[src/rtl/dpt_pkg.sv]
package dpt_pkg;

    localparam int ADDR_W = 18;
    localparam int DATA_W = 32;
    localparam int PRE_W  = 6;
    localparam int CNT_W  = 8;

    // printed offsets are register indices; byte address is four times the index
    localparam logic [15:0] IDX_CTRL  = 16'hFE3C;
    localparam logic [15:0] IDX_PER1  = 16'hFE3E;
    localparam logic [15:0] IDX_PER2  = 16'hFE3F;
    localparam logic [15:0] IDX_ISTAT = 16'hFE40;
    localparam logic [15:0] IDX_IMASK = 16'hFE41;
    localparam logic [15:0] IDX_COUNT = 16'hFE42;

    localparam int F_IE1  = 0;
    localparam int F_OVF1 = 1;
    localparam int F_IE2  = 2;
    localparam int F_OVF2 = 3;
    localparam int F_SEL1 = 4;
    localparam int F_SEL2 = 6;

    localparam logic [7:0] CTRL_RST = 8'h00;
    localparam logic [7:0] PER_RST  = 8'h00;
    localparam logic [1:0] IRQ_RST  = 2'h0;

    localparam logic [PRE_W-1:0] TICK_4  = 6'h03;
    localparam logic [PRE_W-1:0] TICK_16 = 6'h0F;
    localparam logic [PRE_W-1:0] TICK_64 = 6'h3F;

    typedef enum logic [1:0] {
        SEL_STOP = 2'b00,
        SEL_4    = 2'b01,
        SEL_16   = 2'b10,
        SEL_64   = 2'b11
    } dpt_sel_t;

    function automatic logic dpt_hit(input logic [ADDR_W-1:0] a, input logic [15:0] idx);
        return a == {idx, 2'b00};
    endfunction : dpt_hit

endpackage : dpt_pkg

[src/rtl/dpt_ch_if.sv]
`timescale 1ns/1ps
interface dpt_ch_if;
    dpt_pkg::dpt_sel_t          sel;
    logic                       clr;
    logic [dpt_pkg::CNT_W-1:0]  period;
    logic                       tick;
    logic [dpt_pkg::PRE_W-1:0]  pre;
    logic [dpt_pkg::CNT_W-1:0]  cnt;
    logic                       wrap;

    modport ctl (output sel, clr, period, input tick, pre, cnt, wrap);
    modport psc (input sel, clr, output tick, pre);
    modport ctr (input sel, clr, period, tick, output cnt, wrap);
endinterface : dpt_ch_if

[src/rtl/dpt_prescaler.sv]
`timescale 1ns/1ps
module dpt_prescaler #(
    parameter int PW = dpt_pkg::PRE_W
) (
    input  wire logic pclk,
    input  wire logic presetn,
    dpt_ch_if.psc     ch
);
    typedef struct packed {
        logic [PW-1:0] pre;
    } dpt_psc_st_t;

    dpt_psc_st_t st_q;
    dpt_psc_st_t st_d;

    function automatic logic dpt_tick_of(input logic [PW-1:0] p, input dpt_pkg::dpt_sel_t s);
        case (s)
            dpt_pkg::SEL_4:  return (p & dpt_pkg::TICK_4) == dpt_pkg::TICK_4;
            dpt_pkg::SEL_16: return (p & dpt_pkg::TICK_16) == dpt_pkg::TICK_16;
            dpt_pkg::SEL_64: return p == dpt_pkg::TICK_64;
            default:         return 1'b0;
        endcase
    endfunction : dpt_tick_of

    always_comb begin
        st_d = st_q;
        if (ch.sel == dpt_pkg::SEL_STOP || ch.clr) begin
            st_d.pre = '0;
        end else begin
            st_d.pre = st_q.pre + {{(PW-1){1'b0}}, 1'b1};
        end
    end

    always_ff @(posedge pclk or negedge presetn) begin
        if (!presetn) begin
            st_q <= '0;
        end else begin
            st_q <= st_d;
        end
    end

    assign ch.pre  = st_q.pre;
    assign ch.tick = dpt_tick_of(st_q.pre, ch.sel);
endmodule : dpt_prescaler

[src/rtl/dpt_counter.sv]
`timescale 1ns/1ps
module dpt_counter #(
    parameter int CW = dpt_pkg::CNT_W
) (
    input  wire logic pclk,
    input  wire logic presetn,
    dpt_ch_if.ctr     ch
);
    typedef struct packed {
        logic [CW-1:0] cnt;
        logic          wrap;
    } dpt_ctr_st_t;

    dpt_ctr_st_t st_q;
    dpt_ctr_st_t st_d;

    always_comb begin
        st_d      = st_q;
        st_d.wrap = 1'b0;
        if (ch.sel == dpt_pkg::SEL_STOP || ch.clr) begin
            st_d.cnt = '0;
        end else if (ch.tick) begin
            if (st_q.cnt == ch.period) begin
                st_d.cnt  = '0;
                st_d.wrap = 1'b1;
            end else begin
                st_d.cnt = st_q.cnt + {{(CW-1){1'b0}}, 1'b1};
            end
        end
    end

    always_ff @(posedge pclk or negedge presetn) begin
        if (!presetn) begin
            st_q <= '0;
        end else begin
            st_q <= st_d;
        end
    end

    assign ch.cnt  = st_q.cnt;
    assign ch.wrap = st_q.wrap;
endmodule : dpt_counter

[src/rtl/dpt_timer_top.sv]
`timescale 1ns/1ps
// Operation
// each timer counts on a 4, 16 or 64 cycle count clock; period is (period+1) count clocks
// the interrupt is raised while a timer's overflow flag and its enable are both set
// a counter steps on each count clock and on the clock after matching the period goes to 0
// first timer select bits 5:4 at zero hold its counter at zero, else it counts
// second timer select bits 7:6 at zero hold its counter at zero, else it counts
// writing a period register clears that timer's prescaler and counter and restarts it
// each timer has its own 6-bit prescaler running from the cycle clock
// select code 00 holds in reset, 01 gives 4, 10 gives 16 and 11 gives 64 cycles
// each timer has an 8-bit writable period register; control and periods reset to zero
// an overflow flag is set once per period while running and only software clears it
// first timer flag and enable sit at control bits 1 and 0, second timer at 3 and 2
// a hardware flag set in the same cycle as a software clear wins
module dpt_timer_top (
    input  wire logic                       pclk,
    input  wire logic                       presetn,
    input  wire logic                       psel,
    input  wire logic                       penable,
    input  wire logic                       pwrite,
    input  wire logic [dpt_pkg::ADDR_W-1:0] paddr,
    input  wire logic [dpt_pkg::DATA_W-1:0] pwdata,
    output      logic [dpt_pkg::DATA_W-1:0] prdata,
    output      logic                       pready,
    output      logic                       pslverr,
    output      logic                       irq
);
    typedef struct packed {
        logic [7:0]                  ctrl;
        logic [7:0]                  per1;
        logic [7:0]                  per2;
        logic [1:0]                  stat;
        logic [1:0]                  mask;
        logic [dpt_pkg::DATA_W-1:0]  rdata;
        logic                        ready;
        logic                        err;
        logic                        irq;
    } dpt_top_st_t;

    dpt_top_st_t q;
    dpt_top_st_t d;

    dpt_ch_if ch1 ();
    dpt_ch_if ch2 ();

    logic acc_first;
    logic wr_en;
    logic wr_ctrl;
    logic wr_per1;
    logic wr_per2;
    logic wr_stat;
    logic wr_mask;
    logic mapped;

    // one wait state: data and error are prepared in the first access
    // cycle, so the completing edge never sees a half-decoded answer
    assign acc_first = psel && penable && !q.ready;
    assign wr_en     = psel && penable && q.ready && pwrite;

    assign wr_ctrl = wr_en && dpt_pkg::dpt_hit(paddr, dpt_pkg::IDX_CTRL);
    assign wr_per1 = wr_en && dpt_pkg::dpt_hit(paddr, dpt_pkg::IDX_PER1);
    assign wr_per2 = wr_en && dpt_pkg::dpt_hit(paddr, dpt_pkg::IDX_PER2);
    assign wr_stat = wr_en && dpt_pkg::dpt_hit(paddr, dpt_pkg::IDX_ISTAT);
    assign wr_mask = wr_en && dpt_pkg::dpt_hit(paddr, dpt_pkg::IDX_IMASK);

    assign mapped = dpt_pkg::dpt_hit(paddr, dpt_pkg::IDX_CTRL)
                 || dpt_pkg::dpt_hit(paddr, dpt_pkg::IDX_PER1)
                 || dpt_pkg::dpt_hit(paddr, dpt_pkg::IDX_PER2)
                 || dpt_pkg::dpt_hit(paddr, dpt_pkg::IDX_ISTAT)
                 || dpt_pkg::dpt_hit(paddr, dpt_pkg::IDX_IMASK)
                 || dpt_pkg::dpt_hit(paddr, dpt_pkg::IDX_COUNT);

    assign ch1.sel    = dpt_pkg::dpt_sel_t'(q.ctrl[dpt_pkg::F_SEL1 +: 2]);
    assign ch2.sel    = dpt_pkg::dpt_sel_t'(q.ctrl[dpt_pkg::F_SEL2 +: 2]);
    assign ch1.period = q.per1;
    assign ch2.period = q.per2;
    // any period write restarts; while stopped the pair sits at zero anyway
    assign ch1.clr    = wr_per1;
    assign ch2.clr    = wr_per2;

    dpt_prescaler #(
        .PW (dpt_pkg::PRE_W)
    ) u_psc1 (
        .pclk    (pclk),
        .presetn (presetn),
        .ch      (ch1)
    );

    dpt_prescaler #(
        .PW (dpt_pkg::PRE_W)
    ) u_psc2 (
        .pclk    (pclk),
        .presetn (presetn),
        .ch      (ch2)
    );

    dpt_counter #(
        .CW (dpt_pkg::CNT_W)
    ) u_ctr1 (
        .pclk    (pclk),
        .presetn (presetn),
        .ch      (ch1)
    );

    dpt_counter #(
        .CW (dpt_pkg::CNT_W)
    ) u_ctr2 (
        .pclk    (pclk),
        .presetn (presetn),
        .ch      (ch2)
    );

    function automatic logic [dpt_pkg::DATA_W-1:0] dpt_rd(
        input logic [dpt_pkg::ADDR_W-1:0] a,
        input dpt_top_st_t                s,
        input logic [7:0]                 c1,
        input logic [7:0]                 c2
    );
        logic [dpt_pkg::DATA_W-1:0] r;
        r = '0;
        if (dpt_pkg::dpt_hit(a, dpt_pkg::IDX_CTRL)) begin
            r[7:0] = s.ctrl;
        end else if (dpt_pkg::dpt_hit(a, dpt_pkg::IDX_PER1)) begin
            r[7:0] = s.per1;
        end else if (dpt_pkg::dpt_hit(a, dpt_pkg::IDX_PER2)) begin
            r[7:0] = s.per2;
        end else if (dpt_pkg::dpt_hit(a, dpt_pkg::IDX_ISTAT)) begin
            r[1:0] = s.stat;
        end else if (dpt_pkg::dpt_hit(a, dpt_pkg::IDX_IMASK)) begin
            r[1:0] = s.mask;
        end else if (dpt_pkg::dpt_hit(a, dpt_pkg::IDX_COUNT)) begin
            r[15:0] = {c2, c1};
        end
        return r;
    endfunction : dpt_rd

    always_comb begin
        d = q;

        d.ready = acc_first;
        // error is a one-cycle pulse beside pready, never left standing
        d.err   = acc_first && !mapped;
        if (acc_first) begin
            d.rdata = pwrite ? '0 : dpt_rd(paddr, q, ch1.cnt, ch2.cnt);
        end

        if (wr_ctrl) begin
            d.ctrl = pwdata[7:0];
        end
        if (wr_per1) begin
            d.per1 = pwdata[7:0];
        end
        if (wr_per2) begin
            d.per2 = pwdata[7:0];
        end
        if (wr_mask) begin
            d.mask = pwdata[1:0];
        end

        // set is applied after the write so a coinciding clear loses
        if (ch1.wrap) begin
            d.ctrl[dpt_pkg::F_OVF1] = 1'b1;
        end
        if (ch2.wrap) begin
            d.ctrl[dpt_pkg::F_OVF2] = 1'b1;
        end

        d.stat = (q.stat & ~(wr_stat ? pwdata[1:0] : 2'h0)) | {ch2.wrap, ch1.wrap};

        d.irq = (d.ctrl[dpt_pkg::F_OVF1] && d.ctrl[dpt_pkg::F_IE1])
             || (d.ctrl[dpt_pkg::F_OVF2] && d.ctrl[dpt_pkg::F_IE2])
             || (|(d.stat & d.mask));
    end

    always_ff @(posedge pclk or negedge presetn) begin
        if (!presetn) begin
            q.ctrl  <= dpt_pkg::CTRL_RST;
            q.per1  <= dpt_pkg::PER_RST;
            q.per2  <= dpt_pkg::PER_RST;
            q.stat  <= dpt_pkg::IRQ_RST;
            q.mask  <= dpt_pkg::IRQ_RST;
            q.rdata <= '0;
            q.ready <= 1'b0;
            q.err   <= 1'b0;
            q.irq   <= 1'b0;
        end else begin
            q <= d;
        end
    end

    assign prdata  = q.rdata;
    assign pready  = q.ready;
    assign pslverr = q.err;
    assign irq     = q.irq;
endmodule : dpt_timer_top

[config.mk]
export PLATFORM = sky130hd
export DESIGN_NAME = dpt_timer_top
export DESIGN_NICKNAME = d
export VERILOG_FILES = /design/src/rtl/dpt_pkg.sv /design/src/rtl/dpt_ch_if.sv /design/src/rtl/dpt_prescaler.sv /design/src/rtl/dpt_counter.sv /design/src/rtl/dpt_timer_top.sv
export SDC_FILE = /design/constraint.sdc
export NUM_CORES = 1
export LEC_CHECK = 0
export ABC_CLOCK_PERIOD_IN_PS = 2500
export BUFFER_PORTS_ARGS = -buffer_cell sky130_fd_sc_hd__buf_2
export CORE_MARGIN = 3
export CORE_UTILIZATION = 41
export DETAILED_ROUTE_END_ITERATION = 12
export GPL_ROUTABILITY_DRIVEN = 0
export PLACE_DENSITY = 0.69
export SLEW_MARGIN = 20
export SYNTH_ARGS = -nofsm -noshare
export SYNTH_HDL_FRONTEND = slang
export SYNTH_SLANG_ARGS = --single-unit
[constraint.sdc]
create_clock -name pclk -period 2.5 [get_ports pclk]
set_clock_uncertainty 0.05 [all_clocks]
set_input_delay 0.5 -clock pclk [delete_from_list [all_inputs] [get_ports pclk]]
set_output_delay 0.5 -clock pclk [all_outputs]
set_load 0.03 [all_outputs]
======== After elaboration in Yosys (flattened, before gate mapping) ========
Index checks and enable logic that the tools add are counted.
operators by class
  add/sub/neg operators ................... 4
  bitwise gates (word level) .............. 4
  multiplexer cells ....................... 31
  reductions and logical operators ........ 28
  eq/ne operators ......................... 20
operators by type and width
  kind                  count
  $eq 18x18->1 const B  6
  $mux 8                10
  $mux 16               2
  $mux 14               2
  $mux 9                2
  $add 8x1->8 const B   2
  $eq 8x8->1            2
  $add 6x1->6 const B   2
  $eq 2x2->1 const B    6
  $eq 6x6->1 const B    2
  $logic_and 1x1->1     12
  $mux 6                2
  $logic_or 1x1->1      9
  $eq 4x4->1 const B    2
  $mux 2                4
  $mux 1                6
  $pmux 1 s3            2
  $and 2x2->2           2
  $eq 2x1->1 const B    2
  $logic_not 2->1       2
  $mux 4                1
  $reduce_bool 2->1     2
  $logic_not 1->1       2
  $not 2->2             1
  other kinds (2)       2
storage, ports and cells
  output and inout port bits .............. 35
  register bits after elaboration ......... 93
  input port bits ......................... 55
  logic and storage cells ................. 103

======== Logic depth before layout (Yosys ltp) ========
  depth after elaboration ................. 11
  gate-level depth with buffers ........... 7
  depth with buffers taken out ............ 6

======== Modules after synthesis ========
From an unflattened synthesis, not the netlist that was laid out.
unflattened totals
  cells, all modules ...................... 389
  area, all modules ....................... 4,299.1 sq um
modules (own cells, without submodules)
  module         sequential area each (sq um)  area each (sq um)  cells each  instances
  dpt_timer_top  1,176.1                       2,497.4            221         1
  dpt_counter    225.2                         621.8              56          2
  dpt_prescaler  150.1                         279.0              28          2

======== Least setup slack after synthesis ========
OpenSTA, ideal clock, no wires.
  path kind ............................... register -> register
  start point ............................. register q, in the netlist pready
  end point ............................... register irq (netlist name)
  arrival time ............................ 2.204 ns
  setup time .............................. 0.126 ns
  buffers on the path ..................... 1
  period minus slack after synthesis ...... 2.380 ns
  slack ................................... 0.120 ns
  data required time ...................... 2.324 ns
  cell stages (with the launch flop) ...... 8
  cell sequence ........................... dfrtp_1 -> nand4_1 -> or4_1 -> nand2b_4 -> buf_6 -> mux2_4 -> a22o_1 -> a221o_1
RTL lines
  element      line                 RTL
  from (decl)  dpt_timer_top.sv:40  dpt_top_st_t q;

==> run summary <==
In this run the count of I/O pins placed on the die edge is 90. By count the netlist is led by dfrtp_1, nor2_1, buf_4. The routed design has 8.64 mm of wire. The clock transition at the registers of the reported paths came out at 0.08 ns. The final critical-path required period came out at between 2 and 2.5 ns. Global routing finished with a remaining overflow of 0.

For this design, the CTS-stage hold fixing added 0 buffers. The number of flip-flops and latches in the synthesized netlist is 77. Measured along the y axis, the die boundary spans 105 um. Dividing the detail-routed via count by the number of cells gives 5.20.

In this run the worst setup path begins at pready$_DFF_PN0_. The fmax came out at 0.456 GHz. The highest-delay cell along the critical path is or4_1. The maximum vdd drop came out at 0.000291 V.

The critical path is of the reg2reg type. The HPWL after detailed placement is 6.47 mm. The DRC marker count from the first detailed-route iteration is around 180. The ratio of final minimum period to clock period is just under 90%. In this run the clock root is driven by a clkbuf_8.

The count of distinct cell types in the synthesized netlist is 47. Each instance of the synthesized netlist takes up on average 10.3 um^2. The worst setup path is captured at a register. The initial antenna violation count is 0. The number of clock buffers added by TritonCTS is 9. The largest net degree at the start of global routing is 41. Counting every sink on the clock net gives 77. The total number of placement rows is 35. The area of the core is 9420 um^2.

The layer carrying the most global-route usage is met2. In this run the critical register-to-register path is launched from pready$_DFF_PN0_. The initial core utilization is 43.1%. Compared with the post-synthesis result, the final layout area differs by 12.5%. The number of pins with negative max-slew slack in the final report was 0. The total count of hold-check failures in the final report is 0. The worst setup path is launched from a register. For this run, the slowest stage of the critical path takes between 0.5 and 0.6 ns.

Summed over all cells, the static leakage comes to approximately 2.2 nW. Ranked by total cell area, the synthesized netlist is headed by dfrtp_1, buf_4, mux2_2. The routing usage on met3 came out at under 10%. Traced cell by cell, the critical path runs through nand4_1, or4_1, nand2b_4, mux2_4, a22o_1, a221o_1. Setup repair after global routing left no endpoint under its margin.

The number of standard cells after synthesis came out at around 390. Summed over all instances, the cell type with the most area after synthesis is dfrtp_1. The actual slew at the worst max-slew pin is 0.537 ns. The critical path data required time is approximately 2.7 ns. The overall routing resource usage is 16.4%. The number of nets in the layout came out at 505. The run finished with clean final reports.

The worst min-delay path category is in2async. In this run the post-CTS setup repair buffer count came out at 0. The number of search-and-repair iterations in the first detailed-routing pass is 4. For met1 alone, demand over resource in global routing was 22.3%.

In this run the biggest area consumer among cell types represents 47.5% of the synthesized area. The cell area after synthesis came out at 4060 um^2. Setup slack on the critical path of the routed design comes to 0.308 ns. The die area is between 10000 and 15000 um^2. At the placement stage, the worst setup path has a slack of -0.0289 ns. The via count of the first global-routing pass was 2962. The total inserted antenna cells came out at 0.

The number of enable flip-flop cells after synthesis came out at 0. The sequential-to-total area share from yosys stat is about 48%. The total design power came out at 0.00220 W. The utilization after layout is 48.5%.

The number of nets with antenna violations after routing came out at 0. Across all layers, the routed design uses around 3k vias. In the final routed layout, each cell accounts on average for 14.9 um.

The max-capacitance violation count came out at 0. The fraction of final layout cells with drive strength greater than 1 came out at around 25%. The worst-case clock buffer depth is 2. The insertion delay of the later-clocked pin in the worst-skew pair came out at 0.35 ns. The count of input and output buffers came out at 49. The number of fill cells is 878.

The headroom to the max-slew limit is about 64%. In the post-synthesis netlist, the cell with the most instances is dfrtp_1. The count of yosys warnings during synthesis is 0. The detailed-route DRC error count is 0. The quantity of gates resized following cts is 0.

The signal arrival time at the worst endpoint is around 2.4 ns. The wire length of the first global-routing pass is 14.6 mm. The routing usage on met2 came out at 25.8%. The TritonCTS clock tree is built.

The total power density per cell area came out at about 480 nW/um^2. Measured along the x axis, the die boundary spans 105 um. The maximum level of the CTS H-tree is 3. The most used flip-flop cell after synthesis is dfrtp_1. In this run the worst path has a maximum fanout of 3. The share of synthesized registers carrying an async set or reset came out at between 90% and 100%. The final setup violation count is 0.
-- final cells by class --
cell class	instances	area (um^2)	share of cell area (%)
inverters	10	37.5	0.823
clock inverters	6	40.0	0.878
clock buffers	10	128	2.80
flip-flops and latches	77	1930	42.2
well taps	129	161	3.54
repair buffers	70	418	9.16
multi-input cells	278	1850	40.6
-- metal layers --
layer | share of wire, % | vias to the layer above | wire [um]
li1 | - | 1460 | -
met1 | 47 | 1456 | 4090
met2 | 46 | 87 | 3980
met3 | 5.6 | 11 | 481
met4 | 1.0 | 0 | 89
met5 | 0 | - | 0
-- placed cells by master, fill, tap and decap left out, types with 10 or more instances in the layout --
master / n
o21ai_1: 14
buf_4: 21
buf_2: 48
nand2_1: 13
nand3_1: 10
xnor2_1: 20
nor2_1: 38
o21ai_0: 18
a22oi_1: 10
nand3b_1: 10
mux2_2: 18
conb_1: 16
dfrtp_1: 77
a21oi_1: 22
-- final timing paths --
kind | slack (ns) | depth (start not counted) | to
worst max-delay path | 0.31 | 6 | irq$_DFF_PN0_
worst min-delay path | 0.08 | 1 | u_ctr2.ch.cnt[6]$_DFFE_PN0P_
worst max register to register | 0.31 | 6 | irq$_DFF_PN0_
worst min register to register | 0.41 | 1 | u_psc2.ch.pre[0]$_DFF_PN0_
max in group asynchronous | 1.73 | 2 | prdata[5]$_DFFE_PN0P_
min in group pclk | 0.36 | 2 | ch2.period[3]$_DFFE_PN0P_
-- where the power goes --
| group | internal, W | switching, W |
|---|---|---|
| Combinational | 0.0000357 | 0.0000979 |
| Clock | 0.000356 | 0.000460 |
| Sequential | 0.00125 | 0.000000628 |
-- state kept, by name, indices dropped and copies added (netlist names) --
signal          count
u_ctr1.ch.wrap      1
prdata             16
pslverr             1
u_ctr2.ch.cnt       8
u_psc2.ch.pre       6
u_ctr2.ch.wrap      1
pready              1
ch1.period          8
ch1.sel             2
ch2.period          8
u_ctr1.ch.cnt       8
q                   8
u_psc1.ch.pre       6
irq                 1
ch2.sel             2
-- logic make-up after synthesis --
| kind of cell | count (synthesis) | share of synthesized area, % |
|---|---|---|
| xor gates and xnor gates | 24 | 5.18 |
| adders and majority gates | 4 | 1.23 |
| and+or+nand+nor | 113 | 15.3 |
| other | 1 | 0.0924 |
| AOI/OAI and AO/OA | 89 | 13.4 |
| buffers and inverters | 54 | 8.27 |
| DFF | 77 | 47.5 |
| muxes | 32 | 8.98 |
-- critical path, delay by kind of cell, from the launching register on --
family / cells / cell delay [ns]
mux: 1 / 0.31
compound gates: 2 / 0.47
flops: 1 / 0.36
simple gates: 3 / 0.89
-- metrics by stage --
step	hold slack (ns)	instance area, um^2	TNS [ns]	cells
after global routing	0.109	4560	0	580
after floorplan	0.154	4110	0	409
final	0.0767	4560	0	580
after CTS	0.0757	4560	0	580
after detailed placement	0.405	4390	-0.0392	564
after global placement	0.392	4390	0	564
Note: power is estimated with default switching activity, not from simulation.
